File: src/rtl/clkovr_cfg.svh
// Register offsets, field positions, reset values for the clock override and error inject bank.
// Assumes inclusion by bare name from rtl files.
`ifndef CLKOVR_CFG_SVH
`define CLKOVR_CFG_SVH
`define ADDR_OSC_DIV 8'h29
`define ADDR_CRC_CNT 8'h2A
`define ADDR_ERR_INJ 8'h2D
`define ADDR_PLL_OVR 8'h35
`define RST_OSC_DIV 8'h06
`define RST_CRC_CNT 8'h00
`define RST_ERR_INJ 8'h00
`define RST_PLL_OVR 8'h01
`define BIT_DIV4 5
`define BIT_FORCE_ONE 7
`define BIT_STRAP 3
`define BIT_LOCK_EXT 1
`define BIT_LOCK_OSC 0
`define OVR_RW_MASK 8'hF3
`define BIST_MSB 6
`define CRC_MAX 8'hFF
`define ZERO8 8'h00
`define ZERO7 7'h00
`define ONE7 7'h01
`define ONE2 2'h1
`define ONE8 8'h01
// The strap is taken on the third edge after release, once the synchroniser holds the pin
`define STRAP_TAKE 2'h2
`define STRAP_DONE 2'h3
`endif

File: src/rtl/clkovr_pkg.sv
// Types shared by the clock override and error inject bank.
// Assumes no surroundings beyond the tool's package support.
`default_nettype none
package clkovr_pkg;
  typedef logic [7:0] byte_t;
  typedef enum logic [1:0] {
    SRC_PIXEL = 2'b00,
    SRC_EXT = 2'b01,
    SRC_OSC = 2'b10
  } pll_src_t;
endpackage
`default_nettype wire

File: src/rtl/oscillator_divider_control.sv
// Divides the oscillator clock by two or four, output from a flip-flop.
// Assumes the oscillator is the module clock.
`include "clkovr_cfg.svh"
`default_nettype none
module oscillator_divider_control (
  input wire logic CLOCK_IN,
  input wire logic RST_N_IN,
  input wire logic DIV4_IN,
  input wire logic EN_IN,
  output logic CLK_OUT
);
  logic [1:0] cnt;
  logic [1:0] next_cnt;
  logic next_clk;
  assign next_cnt = cnt + `ONE2;
  // Divide by four toggles on the upper counter bit, by two on the lower
  assign next_clk = EN_IN & (DIV4_IN ? next_cnt[1] : next_cnt[0]);
  always_ff @(posedge CLOCK_IN or negedge RST_N_IN) begin
    if (!RST_N_IN) begin
      cnt <= 2'h0;
      CLK_OUT <= 1'b0;
    end else begin
      cnt <= next_cnt;
      CLK_OUT <= next_clk;
    end
  end
endmodule
`default_nettype wire

File: src/rtl/clkovr_regs.sv
// Clock override, oscillator divider and forward channel error injection registers.
// Assumes a local control port decoder giving byte address, write and read strobes.
`include "clkovr_cfg.svh"
`default_nettype none
module clkovr_regs
  import clkovr_pkg::*;
(
  input wire logic CLOCK_IN,
  input wire logic RST_N_IN,
  input wire clkovr_pkg::byte_t ADDR_IN,
  input wire clkovr_pkg::byte_t WDATA_IN,
  input wire logic WR_IN,
  input wire logic RD_IN,
  input wire logic PLL_OVERRIDE_IN,
  input wire logic BIST_ACTIVE_IN,
  input wire logic STRAP_EXT_OSC_IN,
  input wire logic BC_CRC_ERR_IN,
  input wire logic FRAME_START_IN,
  output var clkovr_pkg::byte_t RDATA_OUT,
  output logic ERR_INJECT_OUT,
  output var clkovr_pkg::pll_src_t PLL_SRC_OUT,
  output logic AUX_OUTPUT_PIN_TWO_OUT
);
  import clkovr_pkg::*;

  byte_t osc_div;
  byte_t crc_cnt;
  byte_t inj;
  byte_t pll_ovr;
  logic [6:0] bist_left;
  logic bist_d;
  logic strap_s1;
  logic strap_s2;
  logic bist_s1;
  logic bist_s2;
  logic ovr_s1;
  logic ovr_s2;
  logic strap_ext;
  // Counts edges after release until the strap synchroniser holds the pin level
  logic [1:0] strap_wait;

  function automatic logic hit(input byte_t a, input byte_t b);
    hit = (a == b);
  endfunction

  // The strap, self-test and override inputs pass two flops before any use; frame start and CRC error are used directly
  always_ff @(posedge CLOCK_IN or negedge RST_N_IN) begin
    if (!RST_N_IN) begin
      strap_s1 <= 1'b0;
      strap_s2 <= 1'b0;
      bist_s1 <= 1'b0;
      bist_s2 <= 1'b0;
      ovr_s1 <= 1'b0;
      ovr_s2 <= 1'b0;
    end else begin
      strap_s1 <= STRAP_EXT_OSC_IN;
      strap_s2 <= strap_s1;
      bist_s1 <= BIST_ACTIVE_IN;
      bist_s2 <= bist_s1;
      ovr_s1 <= PLL_OVERRIDE_IN;
      ovr_s2 <= ovr_s1;
    end
  end

  // Taking the strap on the first edge would latch the synchroniser's reset value,
  // so it waits until both flops hold the pin
  wire strap_done = (strap_wait == `STRAP_DONE);
  wire strap_take = (strap_wait == `STRAP_TAKE);
  always_ff @(posedge CLOCK_IN or negedge RST_N_IN) begin
    if (!RST_N_IN) begin
      strap_wait <= 2'h0;
    end else if (!strap_done) begin
      strap_wait <= strap_wait + `ONE2;
    end
  end

  // Later strap changes are ignored: the mode is fixed until the next reset
  always_ff @(posedge CLOCK_IN or negedge RST_N_IN) begin
    if (!RST_N_IN) begin
      strap_ext <= 1'b0;
    end else if (strap_take) begin
      strap_ext <= strap_s2;
    end
  end

  // One decode per register, shared by the write enables and the read mux; the CRC count decode only feeds the read mux
  wire sel_div = hit(ADDR_IN, `ADDR_OSC_DIV);
  wire sel_crc = hit(ADDR_IN, `ADDR_CRC_CNT);
  wire sel_inj = hit(ADDR_IN, `ADDR_ERR_INJ);
  wire sel_ovr = hit(ADDR_IN, `ADDR_PLL_OVR);
  wire wr_div = WR_IN & sel_div;
  wire wr_inj = WR_IN & sel_inj;
  wire wr_ovr = WR_IN & sel_ovr;
  wire bist_rise = bist_s2 & ~bist_d;
  wire force_one = inj[`BIT_FORCE_ONE];
  // One-shot injection is a normal-mode feature; it waits for a frame outside self test
  wire one_shot_fire = force_one & ~bist_s2 & FRAME_START_IN;
  wire bist_fire = bist_s2 & FRAME_START_IN & (bist_left != `ZERO7);
  wire next_inject = one_shot_fire | bist_fire;
  // Saturates instead of wrapping, so a very noisy test never reads back small
  wire crc_inc = bist_s2 & BC_CRC_ERR_IN & (crc_cnt != `CRC_MAX);

  // Next values are picked here so each register flop below is a plain load
  byte_t next_osc_div;
  byte_t next_pll_ovr;
  byte_t next_inj;
  assign next_osc_div = wr_div ? WDATA_IN : osc_div;
  // Bits 3 and 2 are never stored; bit 3 is merged in from the strap on reads
  assign next_pll_ovr = wr_ovr ? (WDATA_IN & `OVR_RW_MASK) : pll_ovr;
  // A host write in the firing cycle wins over the self-clear, so a new request is kept
  assign next_inj = wr_inj ? WDATA_IN :
                    one_shot_fire ? (inj & ~(`ONE8 << `BIT_FORCE_ONE)) : inj;

  always_ff @(posedge CLOCK_IN or negedge RST_N_IN) begin
    if (!RST_N_IN) begin
      osc_div <= `RST_OSC_DIV;
    end else begin
      osc_div <= next_osc_div;
    end
  end

  always_ff @(posedge CLOCK_IN or negedge RST_N_IN) begin
    if (!RST_N_IN) begin
      pll_ovr <= `RST_PLL_OVR;
    end else begin
      pll_ovr <= next_pll_ovr;
    end
  end

  always_ff @(posedge CLOCK_IN or negedge RST_N_IN) begin
    if (!RST_N_IN) begin
      inj <= `RST_ERR_INJ;
    end else begin
      inj <= next_inj;
    end
  end

  // Self-test error budget is loaded when the test starts, so mid-test writes do not count
  always_ff @(posedge CLOCK_IN or negedge RST_N_IN) begin
    if (!RST_N_IN) begin
      bist_d <= 1'b0;
      bist_left <= `ZERO7;
      crc_cnt <= `RST_CRC_CNT;
    end else begin
      bist_d <= bist_s2;
      if (bist_rise) begin
        bist_left <= inj[`BIST_MSB:0];
        crc_cnt <= `RST_CRC_CNT;
      end else begin
        if (bist_fire)
          bist_left <= bist_left - `ONE7;
        if (crc_inc)
          crc_cnt <= crc_cnt + 8'h01;
      end
    end
  end

  // Clock source select: internal osc wins over external, both need the override
  wire lock_osc = pll_ovr[`BIT_LOCK_OSC];
  wire lock_ext = pll_ovr[`BIT_LOCK_EXT];
  // The override arrives through the synchroniser, so a change shows three edges later
  wire want_osc = ovr_s2 & lock_osc;
  wire want_ext = ovr_s2 & ~lock_osc & lock_ext;
  pll_src_t next_src;
  assign next_src = want_osc ? SRC_OSC :
                    want_ext ? SRC_EXT : SRC_PIXEL;

  byte_t ovr_read;
  assign ovr_read = pll_ovr | ({7'h00, strap_ext} << `BIT_STRAP);
  byte_t next_rdata;
  // Read data holds between reads so a slow host may take it late; reserved reads give zero
  assign next_rdata = !RD_IN ? RDATA_OUT :
                      sel_div ? osc_div :
                      sel_crc ? crc_cnt :
                      sel_inj ? inj :
                      sel_ovr ? ovr_read : `ZERO8;

  // One flop per output, so no decode path reaches a pin
  always_ff @(posedge CLOCK_IN or negedge RST_N_IN) begin
    if (!RST_N_IN) begin
      RDATA_OUT <= `ZERO8;
    end else begin
      RDATA_OUT <= next_rdata;
    end
  end

  always_ff @(posedge CLOCK_IN or negedge RST_N_IN) begin
    if (!RST_N_IN) begin
      ERR_INJECT_OUT <= 1'b0;
    end else begin
      ERR_INJECT_OUT <= next_inject;
    end
  end

  always_ff @(posedge CLOCK_IN or negedge RST_N_IN) begin
    if (!RST_N_IN) begin
      PLL_SRC_OUT <= SRC_PIXEL;
    end else begin
      PLL_SRC_OUT <= next_src;
    end
  end

  // Divider output stays low unless the strap says an oscillator is fitted
  oscillator_divider_control u_div (
    .CLOCK_IN(CLOCK_IN),
    .RST_N_IN(RST_N_IN),
    .DIV4_IN(osc_div[`BIT_DIV4]),
    .EN_IN(strap_ext),
    .CLK_OUT(AUX_OUTPUT_PIN_TWO_OUT)
  );
endmodule
`default_nettype wire

File: config.mk
export PLATFORM = sky130hd
export DESIGN_NAME = clkovr_regs
export DESIGN_NICKNAME = d
export VERILOG_FILES = /design/src/rtl/clkovr_pkg.sv /design/src/rtl/oscillator_divider_control.sv /design/src/rtl/clkovr_regs.sv
export VERILOG_INCLUDE_DIRS = /design/src /design/src/rtl
export SDC_FILE = /design/constraint.sdc
export NUM_CORES = 1
export LEC_CHECK = 0
export BUFFER_PORTS_ARGS = -buffer_cell sky130_fd_sc_hd__buf_2
export CORE_UTILIZATION = 40
export CTS_CLUSTER_DIAMETER = 30
export DETAILED_ROUTE_END_ITERATION = 6
export PLACE_DENSITY = 0.62
export REMOVE_ABC_BUFFERS = 1
export SYNTH_ARGS = -nofsm -noshare
export SYNTH_HDL_FRONTEND = slang
export SYNTH_HIERARCHICAL = 1
export SYNTH_SLANG_ARGS = --single-unit
File: constraint.sdc
create_clock -name CLOCK_IN -period 3.3 [get_ports CLOCK_IN]
set_input_delay 0 -clock CLOCK_IN [delete_from_list [all_inputs] [get_ports CLOCK_IN]]
set_output_delay 0 -clock CLOCK_IN [all_outputs]
set_load 0.01 [all_outputs]
== Word level (Yosys, flattened, before mapping) ==
Cells that the tools add are included.
Widths: inputs -> output; s select.
Storage, ports and cells
  bits in registers: 61
  input bits: 25
  output and inout bits: 12
Cells by class
  add/subtract/negate cells: 4
  equal/unequal tests: 7
  mux-type cells: 13
  bitwise operators: 19
  reductions and logical operators: 4
Operators with widths (number)
  $mux 8: 8
  $eq 8x6->1 const B: 4
  $and 1x1->1: 14
  $mux 7: 2
  $add 8x1->8 const B: 1
  $ne 8x8->1 const B: 1
  $or 8x4->8: 1
  $reduce_bool 7->1: 1
  $sub 7x1->7 const B: 1
  $reduce_bool 2->1: 3
  $add 2x1->2 const B: 2
  $eq 2x2->1 const B: 2
  $not 1->1: 3
  $mux 1: 2
  $mux 2: 1
  $or 1x1->1: 1

== Longest topological paths before layout ==
Gate-level depths: netlist of the first run.
  depth after elaboration: 5
  depth in mapped cells: 6
  mapped depth without buffers: 6

== Modules after synthesis ==
Netlist of the first run, hierarchy kept.
Modules (own cells, without submodules)
  clkovr_regs: times used 1, cells an instance 241, area each 2756.4 um^2, seq. area each 1455.1 um^2
  oscillator_divider_control: times used 1, cells an instance 9, area each 113.9 um^2, seq. area each 75.1 um^2

== Worst setup path after synthesis of the first run ==
OpenSTA, ideal clock, no wires.
  kind: reg-to-reg
  start point: register crc_cnt[0]
  end point: register crc_cnt[4]
  setup time: 66 ps
  arrival time: 1451 ps
  path slack: 1783 ps
  cell stages (with the launch flop): 6
  path buffers: 0
  period minus slack after synthesis: 1517 ps
  cells stage by stage: dfrtp_1 -> ha_1 -> nand3_1 -> o21bai_1 -> or4_1 -> nand2_1
Between the ends
  cells in the longest elaborated chain, start to end: 3
  elaborated cells between the ends (all ways): 6
  those cells by class: add/sub: 1; eq/ne: 1; mux: 2; bitwise: 1; reduce/logical: 1
RTL lines
  start, declared: line clkovr_regs.sv:27  | byte_t crc_cnt;
  start signal, assigned: line clkovr_regs.sv:143  | crc_cnt <= `RST_CRC_CNT;
  start signal, assigned: line clkovr_regs.sv:148  | crc_cnt <= `RST_CRC_CNT;
  start signal, assigned: line clkovr_regs.sv:153  | crc_cnt <= crc_cnt + 8'h01;
  $add 8x1->8 or $ne 8x8->1 (tied branches)
  $mux 8 or $and 1x1->1 (tied branches): line clkovr_regs.sv:152, clkovr_regs.sv:101
  $mux 8 or $reduce_bool 2->1 (tied branches)
Several ways; a longest one is shown, not always the timed one. The select of a mux whose other input is x is not followed.
A chain may end at the register's enable or synchronous reset.

== Worst setup path after layout of the first run ==
  start point: register bist_s2
  end point: register bist_left[5]
Between the ends
  cells in the longest elaborated chain, start to end: 3
  elaborated cells between the ends (all ways): 5
  those cells by class: mux: 1; bitwise: 3; reduce/logical: 1
RTL lines
  start, declared: line clkovr_regs.sv:35  | logic bist_s2;
  start signal, assigned: line clkovr_regs.sv:59  | bist_s2 <= bist_s1;
  $and 1x1->1 (2 in series): line clkovr_regs.sv:98  | wire bist_fire = bist_s2 & FRAME_START_IN & (bist_left != `ZERO7);
  $reduce_bool 2->1 (no source line)
  end signal, assigned: line clkovr_regs.sv:142  | bist_left <= `ZERO7;
  end signal, assigned: line clkovr_regs.sv:147  | bist_left <= inj[`BIST_MSB:0];
  end signal, assigned: line clkovr_regs.sv:151  | bist_left <= bist_left - `ONE7;
  end, declared: line clkovr_regs.sv:30  | logic [6:0] bist_left;
Several ways; a longest one is shown, not always the timed one.

==> results.txt, run 1 <==
* Status: completed
* Share of the cycle needed by the critical path after routing: 55.4%
- Across every metal layer, demand over resource in global routing totals 17.9%.
- Buffers inserted to repair hold after CTS numbered 13.
- Share of post-route cells with drive strength above 1: 27.3%
- Die Footprint: 7520 um2
- Clock tree from TritonCTS: built
- Boundary Pins: 37
* Worst slew margin relative to its limit: 29.0%
- # Post-CTS Setup Buffers: 0
- Type of the worst setup path: reg2reg
- The synthesized design contains 61 register bits.
- Routability-driven placement finished with a final weighted congestion of 0.812.
* Count of distinct cell types in the synthesized netlist: 52
- Nets: 332
- Clock transition at the register clock pins on the worst setup and hold paths after CTS: 0.07 ns
* Layout-stage area growth over the synthesis result: 21.8%
- Yosys printed 6 warnings.
- For the pin with the worst max-slew slack, the measured transition is 1.07 ns.
- The number of failing hold endpoints at the final stage came to 0.
- Post-Synthesis Mean Instance Area: 11.5 um2
* 1st-iter DRT viols: 141
- Residual overflow from global routing: 0
- Maximum vdd ir drop: 223 uV
- Setup violations remaining at the end of the flow were counted as 0.
- The number of clock buffers added by TritonCTS is 9.
- Antenna Diode Count: 0
* Clock period minus worst slack: 1.83 ns
- Critical path endpoint category: flop
- Number of antenna violations at the first check in global routing: 0
- Post-CTS sizing: 0
- Die height: 86.7 um
- CTS saw 61 sinks.
- Cells along the critical path: nor2b_1 > nor3_1 > mux2i_1 > nand3_1
- Routed vias: 2138
* Via count normalized by instance count: 5.29
- Once the floorplan was initialized, standard cells occupied 41.8% of the core.
* Vias in the first global route: 2079
* Sum of routed wire length over all layers: 5980 um
- Post-layout instance count excluding filler cells: 404
* Iteration count of the initial detailed-routing pass: 4
- During placement, the flow inserted port buffers numbering 36.
- Gate count after technology mapping: 250
* HPWL after detailed placement: 4290 um
- Total instance count after detailed placement: 375
- The first global-routing pass estimated 9920 um of wire.
* Required time at the endpoint of the critical path: 3.51 ns
* Final core utilization: 50.9%
- The tool flagged a number of max-cap violations equal to 0.
* Cell with the largest stage delay on the worst path: sky130_fd_sc_hd__nor2b_1
- Counting flops with an async set or reset pin after synthesis yields a share of 100%.
- EDFF count, synth: 0
* Maximum number of pins on one net before global-route repair: 49
- Number of max-slew violations in the final report: 0
- Leakage power total: 1.64 nW
- Sequential cells were found to cover 53.3% of the synthesized design area.
- Timing analysis after detailed placement gives a worst setup slack of 1.47 ns.
- Row generation in the floorplan step produced 30 rows.
- Once detail routing completed, the nets flagged for antenna violations numbered 0.
* Mean routed wirelength per cell: 14.8 um
- The worst setup path is launched from a flop.
* Ys flop type: sky130_fd_sc_hd__dfrtp_1
- Pwr Density: 515 nW/um2
- For this run, the slowest stage of the critical path takes 0.84 ns.
- Data on the critical path arrives at its endpoint at 2.04 ns.
* Placeable core region: 6870 um2
* CTS H-Tree Depth: 3
- Buffers from clock root to sink, at most: 2
* Max FO, Critical Path: 15
* Layout filler cell count: 630
- Unrepaired setup endpoints after global routing: no
- Final setup skew: 0.00928 ns
* Cell at the root of the clock tree: sky130_fd_sc_hd__clkbuf_8
- In this run the cell area of the synthesized design comes to 2870 um2.
* Die span in x: 86.7 um
- Clock latency at the later pin of the worst-skew pair: 0.34 ns
- DRC Markers: 0
- Peak clock frequency supported by timing: 547 MHz
* Post-layout power: 0.00180 W
- Worst setup margin: 1.47 ns
* Setup TNS Final: 0 ns
- Class of the most critical hold timing path: in2reg
metal layers:
layer	wire [um]	global-route usage [%]
met5	0	0
met3	177	3.14
met1	2870	23.3
met4	179	11.1
met2	2760	28.1
sequential cells by signal, summed over array words and instances (netlist names), 2 cells and up:
name / count
osc_div: 8
bist_left: 7
strap_wait: 2
u_div/cnt: 2
pll_ovr: 6
RDATA_OUT: 8
inj: 8
PLL_SRC_OUT: 2
crc_cnt: 8
path summary, 6_finish.rpt:
check	slack, ns	endpoint	startpoint	cells after the start
setup / recovery	1.47	bist_left[5]	bist_s2	4
hold / removal	0.09	osc_div[6]	WR_IN	3
setup reg to reg	1.47	bist_left[5]	bist_s2	4
hold reg to reg	0.35	strap_s2	strap_s1	0
max in group asynchronous	2.05	osc_div[1]	RST_N_IN	3
min in group asynchronous	0.40	crc_cnt[7]	RST_N_IN	2
report_power, final:
| group | internal, W | leakage (nW) | switching, W |
|---|---|---|---|
| sequential | 0.000803 | 0.776 | 0.0000463 |
| combinational | 0.000103 | 0.756 | 0.000114 |
| clock | 0.000444 | 0.112 | 0.000290 |
| total | 0.00135 | 1.64 | 0.000450 |
Yosys cell counts (2+ instances only):
cell type / n / share of area [%]
sky130_fd_sc_hd__nor3_1: 4 / 0.70
sky130_fd_sc_hd__ha_1: 4 / 1.7
sky130_fd_sc_hd__o211ai_1: 2 / 0.52
sky130_fd_sc_hd__inv_1: 13 / 1.7
sky130_fd_sc_hd__nor2b_1: 7 / 1.5
sky130_fd_sc_hd__nand2_1: 13 / 1.7
sky130_fd_sc_hd__a21oi_1: 6 / 1.0
sky130_fd_sc_hd__xor2_1: 4 / 1.2
sky130_fd_sc_hd__nor2_1: 14 / 1.8
sky130_fd_sc_hd__nand3_1: 7 / 1.2
sky130_fd_sc_hd__nand3b_1: 3 / 0.78
sky130_fd_sc_hd__and2_1: 3 / 0.65
sky130_fd_sc_hd__o221ai_1: 2 / 0.61
sky130_fd_sc_hd__mux2_2: 21 / 8.2
sky130_fd_sc_hd__or2_2: 2 / 0.44
sky130_fd_sc_hd__and3_1: 5 / 1.1
sky130_fd_sc_hd__a311oi_1: 7 / 2.1
sky130_fd_sc_hd__a211oi_1: 2 / 0.52
sky130_fd_sc_hd__o21ai_0: 9 / 1.6
sky130_fd_sc_hd__a22oi_1: 2 / 0.52
sky130_fd_sc_hd__a221oi_1: 6 / 1.8
sky130_fd_sc_hd__clkbuf_1: 4 / 0.52
sky130_fd_sc_hd__buf_2: 2 / 0.35
sky130_fd_sc_hd__dfrtp_1: 58 / 51
sky130_fd_sc_hd__or2b_1: 3 / 0.78
sky130_fd_sc_hd__o21a_1: 3 / 0.78
sky130_fd_sc_hd__mux2i_1: 2 / 0.70
sky130_fd_sc_hd__nand4_1: 2 / 0.44
sky130_fd_sc_hd__a22o_1: 7 / 2.1
sky130_fd_sc_hd__nand2b_1: 5 / 1.1
sky130_fd_sc_hd__o311ai_0: 2 / 0.61
sky130_fd_sc_hd__xnor2_1: 3 / 0.92
sky130_fd_sc_hd__dfstp_2: 3 / 2.7
sky130_fd_sc_hd__nor3b_1: 2 / 0.52
cells in the final DEF, fill, tap and decap left out, drive strengths merged, types with 3 or more instances in the layout:
cell / count
dlygate4sd3: 13
and2: 3
nor2b: 7
dfrtp: 58
o21ai: 9
and3: 5
nand3b: 3
xor2: 4
a21oi: 6
nor2: 14
dfstp: 3
a211oi: 3
mux2: 22
a22o: 7
nand2: 14
clkinv: 3
xnor2: 3
o21a: 3
a311oi: 7
nor3: 5
nor3b: 3
nand2b: 5
nand3: 7
inv: 13
or2b: 3
buf: 37
ha: 4
clkbuf: 10
a221oi: 6
logic make-up (layout without fill, tap and decap cells):
kind of cell	count (synthesis)	in the layout	share of synthesized area, %
AO/OA/AOI/OAI	52	52	13.7
XOR/XNOR	7	7	2.14
adder cells (fa/ha/maj)	4	4	1.74
buffers and inverters	21	79	2.96
flip-flops	61	61	53.3
multiplexers	24	24	9.33
AND/OR/NAND/NOR	81	81	16.8
worst max-delay path: cells and delay by family, from the launching register on:
family	cells	cell delay (ns)
DFF	1	0.50
muxes	1	0.17
and+or+nand+nor	3	1.03
per-stage QoR:
step | cell area [um2] | hold WS (ns)
6_report | 3500 | 0.0941
3_5_place_dp | 3140 | 0.111
2_1_floorplan | 2830 | -0.296
5_1_grt | 3500 | 0.106
3_3_place_gp | 3140 | 0.109
4_1_cts | 3500 | 0.0715
final cells by class:
type | count | area, um2 | share of cell area, %
Sequential cell | 61 | 1530 | 43.8
Multi-Input combinational cell | 168 | 1250 | 35.9
Timing Repair Buffer | 50 | 318 | 9.09
Clock buffer | 10 | 138 | 3.94
Tap cell | 96 | 120 | 3.44
Clock inverter | 6 | 86.3 | 2.47
Inverter | 13 | 48.8 | 1.40
Power figures use the tool's default switching activity.
==> run 2: changes to the inputs <==
==> constraint.sdc (replaced) <==
create_clock -name CLOCK_IN -period 1.75 [get_ports CLOCK_IN]
set_input_delay 0 -clock CLOCK_IN [delete_from_list [all_inputs] [get_ports CLOCK_IN]]
set_output_delay 0 -clock CLOCK_IN [all_outputs]
set_load 0.01 [all_outputs]
==> run 2 against run 1 <==
  * Clock-buffer cell count is 1 lower
  * First-iteration DRC count is 11% higher
  * Hold slack worse by 0.0033 ns
  * Sequential share of layout area is 0.50 points lower
  * Critical endpoint is now crc_cnt[4]
  * Core utilization is 0.58 points higher
  * Setup slack worse by 1.3 ns
  * Design area is 1.1% higher
  * Final cell count is 1.5% higher
  * Via count is 0.84% lower
  * Routed wire length is 1.4% higher
  * Combinational power is 93% higher
  * Largest cell class unchanged
==> results.txt, run 2 (synthesized netlist as in run 1, its figures left out) <==
* Iteration count of the initial detailed-routing pass: 4
- Measured along the x axis, the die boundary spans 86.7 um.
- The number of clock buffers added by TritonCTS is 9.
* Total routing usage reported by global routing: 18.2%
- Die Footprint: 7520 um2
* Required time at the endpoint of the critical path: 2.02 ns
- Cell Rows: 30
- Die height: 86.7 um
- TritonCTS built the clock tree.
- Worst setup margin: 0.128 ns
* Most common library cell in the layout ignoring fill and taps: sky130_fd_sc_hd__dfrtp_1
- Most frequent cells in the layout: sky130_fd_sc_hd__dfrtp_1, sky130_fd_sc_hd__buf_2, sky130_fd_sc_hd__mux2_2, sky130_fd_sc_hd__nor2_1
- Worst slew margin relative to its limit: 53.0%
- # setup viols final: 0
* Class of the most critical hold timing path: in2reg
- Routability congestion estimate: 0.845
* Kind of launch point of the worst setup path: flop
* Peak clock frequency supported by timing: 617 MHz
- The final critical path takes up 92.7% of the cycle.
- Power spread over the standard cell area amounts to 919 nW/um2.
* Placeable core region: 6870 um2
- The number of failing hold endpoints at the final stage is 0.
- In the routed design, unresolved DRC markers number 0.
* Sum of routed wire length over all layers: 6070 um
* Layout-stage area growth over the synthesis result: 23.2%
* Post-layout power: 0.00325 W
- For the final database, setup skew stands at 0.00882 ns.
- Setup repair after global routing left no endpoint under its margin.
* Mean routed wirelength per cell: 14.8 um
* Number of port buffers: 36
- By startpoint and endpoint, the worst setup path is classified as reg2reg.
- The repair_antennas step left the layout with diodes totalling 0.
* HPWL after detailed placement: 4430 um
- For the pin with the worst max-slew slack, the measured transition is 0.704 ns.
* Effective utilization at floorplan: 41.8%
* Critical path endpoint category: flop
- Summed over all cells, the static leakage comes to 1.67 nW.
- In this run the post-CTS setup repair buffer count came out at 0.
- Detail Route Antenna Nets: 0
- The via count of the first global-routing pass came to 2056.
* Cell at the root of the clock tree: sky130_fd_sc_hd__clkbuf_8
- STA puts the critical path data arrival time at 1.89 ns.
- Routed vias: 2120
* Number of violations of the max-capacitance limit: 0
- The worst-case IR drop observed on VDD is 377 uV.
- Via count normalized by instance count: 5.17
- Worst slack at placement: 0.117 ns
- Boundary Pins: 37
- Number of max-slew violations in the final report: 0
- Along the worst path, the maximum fanout reaches 6.
* Maximum number of pins on one net before global-route repair: 41
* Status: completed
- Residual overflow from global routing: 0
* WHS: 0.0908 ns
* CTS H-Tree Depth: 3
* Number of antenna violations at the first check in global routing: 0
* Buffers from clock root to sink, at most: 2
- Clock transition at the register clock pins on the worst setup and hold paths after CTS: 0.07 ns
* Setup TNS Final: 0 ns
* Share of post-route cells with drive strength above 1: 29.3%
- For this run, the post-layout net count is 338.
- The first global-routing pass estimated 10100 um of wire.
- 1st-iter DRT viols: 157
- Clock latency on the worst-skew pair, taken at its later pin, is 0.34 ns.
- Clock period minus worst slack: 1.62 ns
- The tree built by TritonCTS fans out to 61 sinks.
[run 2: cell types whose count changed in the layout (fill, tap and decap cells not counted), sizes merged]
cell    before  now
bufinv       2    1
clkinv       3    4
inv         13   14
clkbuf      10    9
buf         37   43
[run 2: final timing paths]
| check | start | to | slack, ns | depth (start not counted) |
|---|---|---|---|---|
| min | RD_IN | RDATA_OUT[3] | 0.09 | 3 |
| max in group asynchronous | RST_N_IN | pll_ovr[0] | 0.93 | 3 |
| min reg2reg | strap_s1 | strap_s2 | 0.35 | 0 |
| max reg2reg | crc_cnt[0] | crc_cnt[4] | 0.13 | 5 |
| max | crc_cnt[0] | crc_cnt[4] | 0.13 | 5 |
| min in group asynchronous | RST_N_IN | bist_s1 | 0.17 | 2 |
[run 2: critical path: stages (launching register included)]
cell and delay (ns):
sky130_fd_sc_hd__dfrtp_1 0.43, sky130_fd_sc_hd__ha_1 0.28, sky130_fd_sc_hd__nand3_1 0.18, sky130_fd_sc_hd__o21bai_2 0.12
sky130_fd_sc_hd__or4_1 0.48, sky130_fd_sc_hd__nand2_1 0.08
[run 2: stage by stage]
step | util (%) | instances | cell area, um2
2_1_floorplan | - | 242 | 2830
3_3_place_gp | 46.6 | 381 | 3200
3_5_place_dp | 46.6 | 381 | 3200
4_1_cts | 51.3 | 410 | 3530
5_1_grt | 51.5 | 410 | 3540
6_report | 51.5 | 410 | 3540
[run 2: timing repair]
action                     4_1_cts  5_1_grt
gates resized for setup          0        2
hold buffers                    13        0
hold endpoints to repair        47        0
setup endpoints to repair        0        3
[run 2: power by group]
group	internal, W	switching, W	leakage [nW]	total [W]
sequential	0.00151	0.0000848	0.776	0.00160
combinational	0.000207	0.000212	0.795	0.000419
clock	0.000661	0.000573	0.0996	0.00123
total	0.00238	0.000870	1.67	0.00325
[run 2: routing by layer]
layer	wire (um)	track usage (%)
met1	2890	24.2
met3	140	3.05
met4	125	9.55
met5	0	0
met2	2910	28.6
[run 2: area by class of cell]
class / instances / area (um2)
clock buffers: 9 / 124
flip-flops and latches: 61 / 1530
inverters: 13 / 48.8
multi-input cells: 168 / 1260
fillers: 626 / 3330
well taps: 96 / 120
repair buffers: 56 / 375
clock inverters: 7 / 73.8
==> run 3: changes to the inputs <==
--- a/config.mk
+++ b/config.mk
@@ -7,10 +7,10 @@
 export NUM_CORES = 1
 export LEC_CHECK = 0
 export BUFFER_PORTS_ARGS = -buffer_cell sky130_fd_sc_hd__buf_2
-export CORE_UTILIZATION = 40
+export CORE_UTILIZATION = 35
 export CTS_CLUSTER_DIAMETER = 30
 export DETAILED_ROUTE_END_ITERATION = 6
-export PLACE_DENSITY = 0.62
+export PLACE_DENSITY = 0.56
 export REMOVE_ABC_BUFFERS = 1
 export SYNTH_ARGS = -nofsm -noshare
 export SYNTH_HDL_FRONTEND = slang
==> run 3 against run 2 <==
  * Clock-buffer cell count grew 4
  * Die area grew 14%
  * Critical path depth is the same
  * Flip-flop and latch count is the same
  * Largest cell class unchanged
  * Total power grew 7.8%
  * Global-route usage shrank 1.6 points
  * Sequential power is essentially flat
  * Via count grew 1.0%
==> results.txt, run 3 (synthesized netlist as in run 1, its figures left out) <==
- The number of cells on the worst reg-to-reg path is 5.
- Data arrival time at the worst-slack endpoint: 1.89 ns
- After detailed routing, the average wire length per cell comes to 15.4 um.
- Pwr Density: 977 nW/um2
* Most common library cell in the layout ignoring fill and taps: sky130_fd_sc_hd__dfrtp_1
- The placed instances occupy a cell area of 3210 um2.
- Number of max-slew violations in the final report: 0
- Summed over all failing endpoints, the final setup total negative slack is 0 ns.
* Global-route wire length before repair: 10600 um
* Critical Path Start: crc_cnt[1]
- Counting both buffers and inverters, the worst setup path holds a total of 0.
- Number of antenna violations at the first check in global routing: 0
- For this design the static power due to leakage is 1.69 nW.
- # setup viols final: 0
* Summed area of non-filler cells in the final layout: 3580 um2
- Total count of hold-check failures in the final report: 0
- 0 antenna diodes ended up in the layout.
- Slowest cell delay on critical path: 0.48 ns
* Cell at the root of the clock tree: sky130_fd_sc_hd__clkbuf_8
- Critical path endpoint category: flop
- For this block, the via count after detailed routing is 2142.
- Class of the most critical hold timing path: in2reg
- The worst register-to-register path ends at crc_cnt[4].
- Setup repair after global routing left no endpoint under its margin.
- In this design, the largest share of critical-path delay is due to simple AND/OR/NAND/NOR gates.
* Clock period minus worst slack: 1.61 ns
* Required time at the endpoint of the critical path: 2.03 ns
- The slowest stage of the critical path is the sky130_fd_sc_hd__or4_1 cell.
- Via count normalized by instance count: 5.12
- Number of violations of the max-capacitance limit: 0
- Die height: 92.6 um
* Clock transition at the register clock pins on the worst setup and hold paths after CTS: 0.07 ns
- Total routing usage reported by global routing: 16.6%
- Internal reg-to-reg setup slack: 0.14 ns
- Kind of launch point of the worst setup path: flop
- Startpoint of the most critical register-to-register path: crc_cnt[1]
- Type of the worst setup path: reg2reg
* Most frequent cells in the layout: sky130_fd_sc_hd__dfrtp_1, sky130_fd_sc_hd__buf_2, sky130_fd_sc_hd__mux2_2, sky130_fd_sc_hd__nor2_1
- For this run the aggregate overflow at the end of global routing stands at 0.
* Status: completed
- The critical path runs through a total of 5 cells.
- Layout filler cell count: 771
* Timing endpoint of the critical path: crc_cnt[4]
* Effective utilization at floorplan: 36.6%
- Clock latency at the later pin of the worst-skew pair: 0.34 ns
- Cell Rows: 32
- Die span in x: 92.6 um
* DRC Markers: 0
* TritonCTS Buffers: 9
- Total clock sinks: 61
* Detail Route Antenna Nets: 0
- Layout-stage area growth over the synthesis result: 24.8%
- Buffers from clock root to sink, at most: 2
- The H-tree generated during clock tree synthesis spans 3 levels.
- In this run the standard cell core region covers 7850 um2.
* 1st-iter DRT viols: 107
* Boundary Pins: 37
- For the final database, setup skew stands at 0.00777 ns.
- Maximum number of pins on one net before global-route repair: 25
- In the final layout, the share of cells above drive strength 1 is 29.4%.
* Number of port buffers: 36
- For the pin with the worst max-slew slack, the measured transition is 0.718 ns.
* Sum of routed wire length over all layers: 6420 um
- Nets: 340
- Static timing analysis puts the maximum clock frequency at 620 MHz.
- Routability congestion estimate: 0.886
- Of all nets on the critical path, the largest fanout is 6.
- Worst slew margin relative to its limit: 52.1%
* HPWL after detailed placement: 4670 um
- Die Footprint: 8570 um2
- Cells along the critical path: ha_2 > nand3_1 > o21bai_1 > or4_1 > nand2_1
- Share of the cycle needed by the critical path after routing: 92.1%
- Iteration count of the initial detailed-routing pass: 4
* Vias in the first global route: 2153
* Clock tree from TritonCTS: built
* Maximum vdd ir drop: 367 uV
## run 3: cell types whose count changed in the layout (fill, tap and decap cells not counted), sizes merged
cell / change
clkbuf: +4
clkinv: -4
buf: +2
bufinv: +1
inv: -1
## run 3: worst min path at each step
stage,slack [ns],endpoint,cells past startpoint,startpoint
after global routing,0.12,RDATA_OUT[3],3,RD_IN
after global placement,-0.03,bist_s1,1,RST_N_IN
after CTS,0.08,RDATA_OUT[3],3,RD_IN
after detailed placement,-0.02,bist_s1,1,RST_N_IN
after floorplan,-0.30,ERR_INJECT_OUT,0,RST_N_IN
final,0.09,RDATA_OUT[3],3,RD_IN
## run 3: final cells by class
class                      count  area, um2  share of cell area (%)
timing repair buffer          58        378                    10.5
inverter                      13       48.8                    1.36
clock buffer                  13        169                    4.71
multi-input combinational    168       1260                    35.2
tap                          102        128                    3.56
clock inverter                 3       67.6                    1.89
sequential                    61       1530                    42.7
## run 3: routing by layer
layer | wire [um] | track usage (%) | vias up
met5 | 0 | 0 | -
met4 | 129 | 8.46 | 0
met3 | 231 | 3.20 | 11
met2 | 2850 | 25.0 | 49
met1 | 3210 | 22.7 | 1043
li1 | - | - | 1039
## run 3: what timing repair did
action                                  CTS  global route
endpoints found under the setup margin    0             4
gates resized for setup                   0             2
hold endpoints to repair                 44             0
hold buffers                             13             0
setup buffers                             0             0
## run 3: report_power, final
part	leakage [nW]	switching [W]	internal [W]	total (W)
registers	0.776	0.0000842	0.00151	0.00160
logic	0.797	0.000221	0.000210	0.000431
clock network	0.116	0.000555	0.000920	0.00147
## run 3: through the flow
step,utilization [%],hold slack [ns],setup WS [ns],std cells,power [W]
final,45.7,0.0921,0.138,418,0.00350
after global routing,45.7,0.121,0.00416,418,0.00366
after CTS,45.6,0.0787,0.0818,418,0.00353
after detailed placement,40.9,-0.0215,0.101,389,0.00203
after global placement,40.9,-0.0258,0.127,389,0.00203
after floorplan,-,-0.296,0.233,242,0.00185
## run 3: worst min-delay path, cell delays in order
cell,delay [ns]
sky130_fd_sc_hd__buf_2,0.21
sky130_fd_sc_hd__nor2_1,0.13
sky130_fd_sc_hd__a311oi_1,0.05
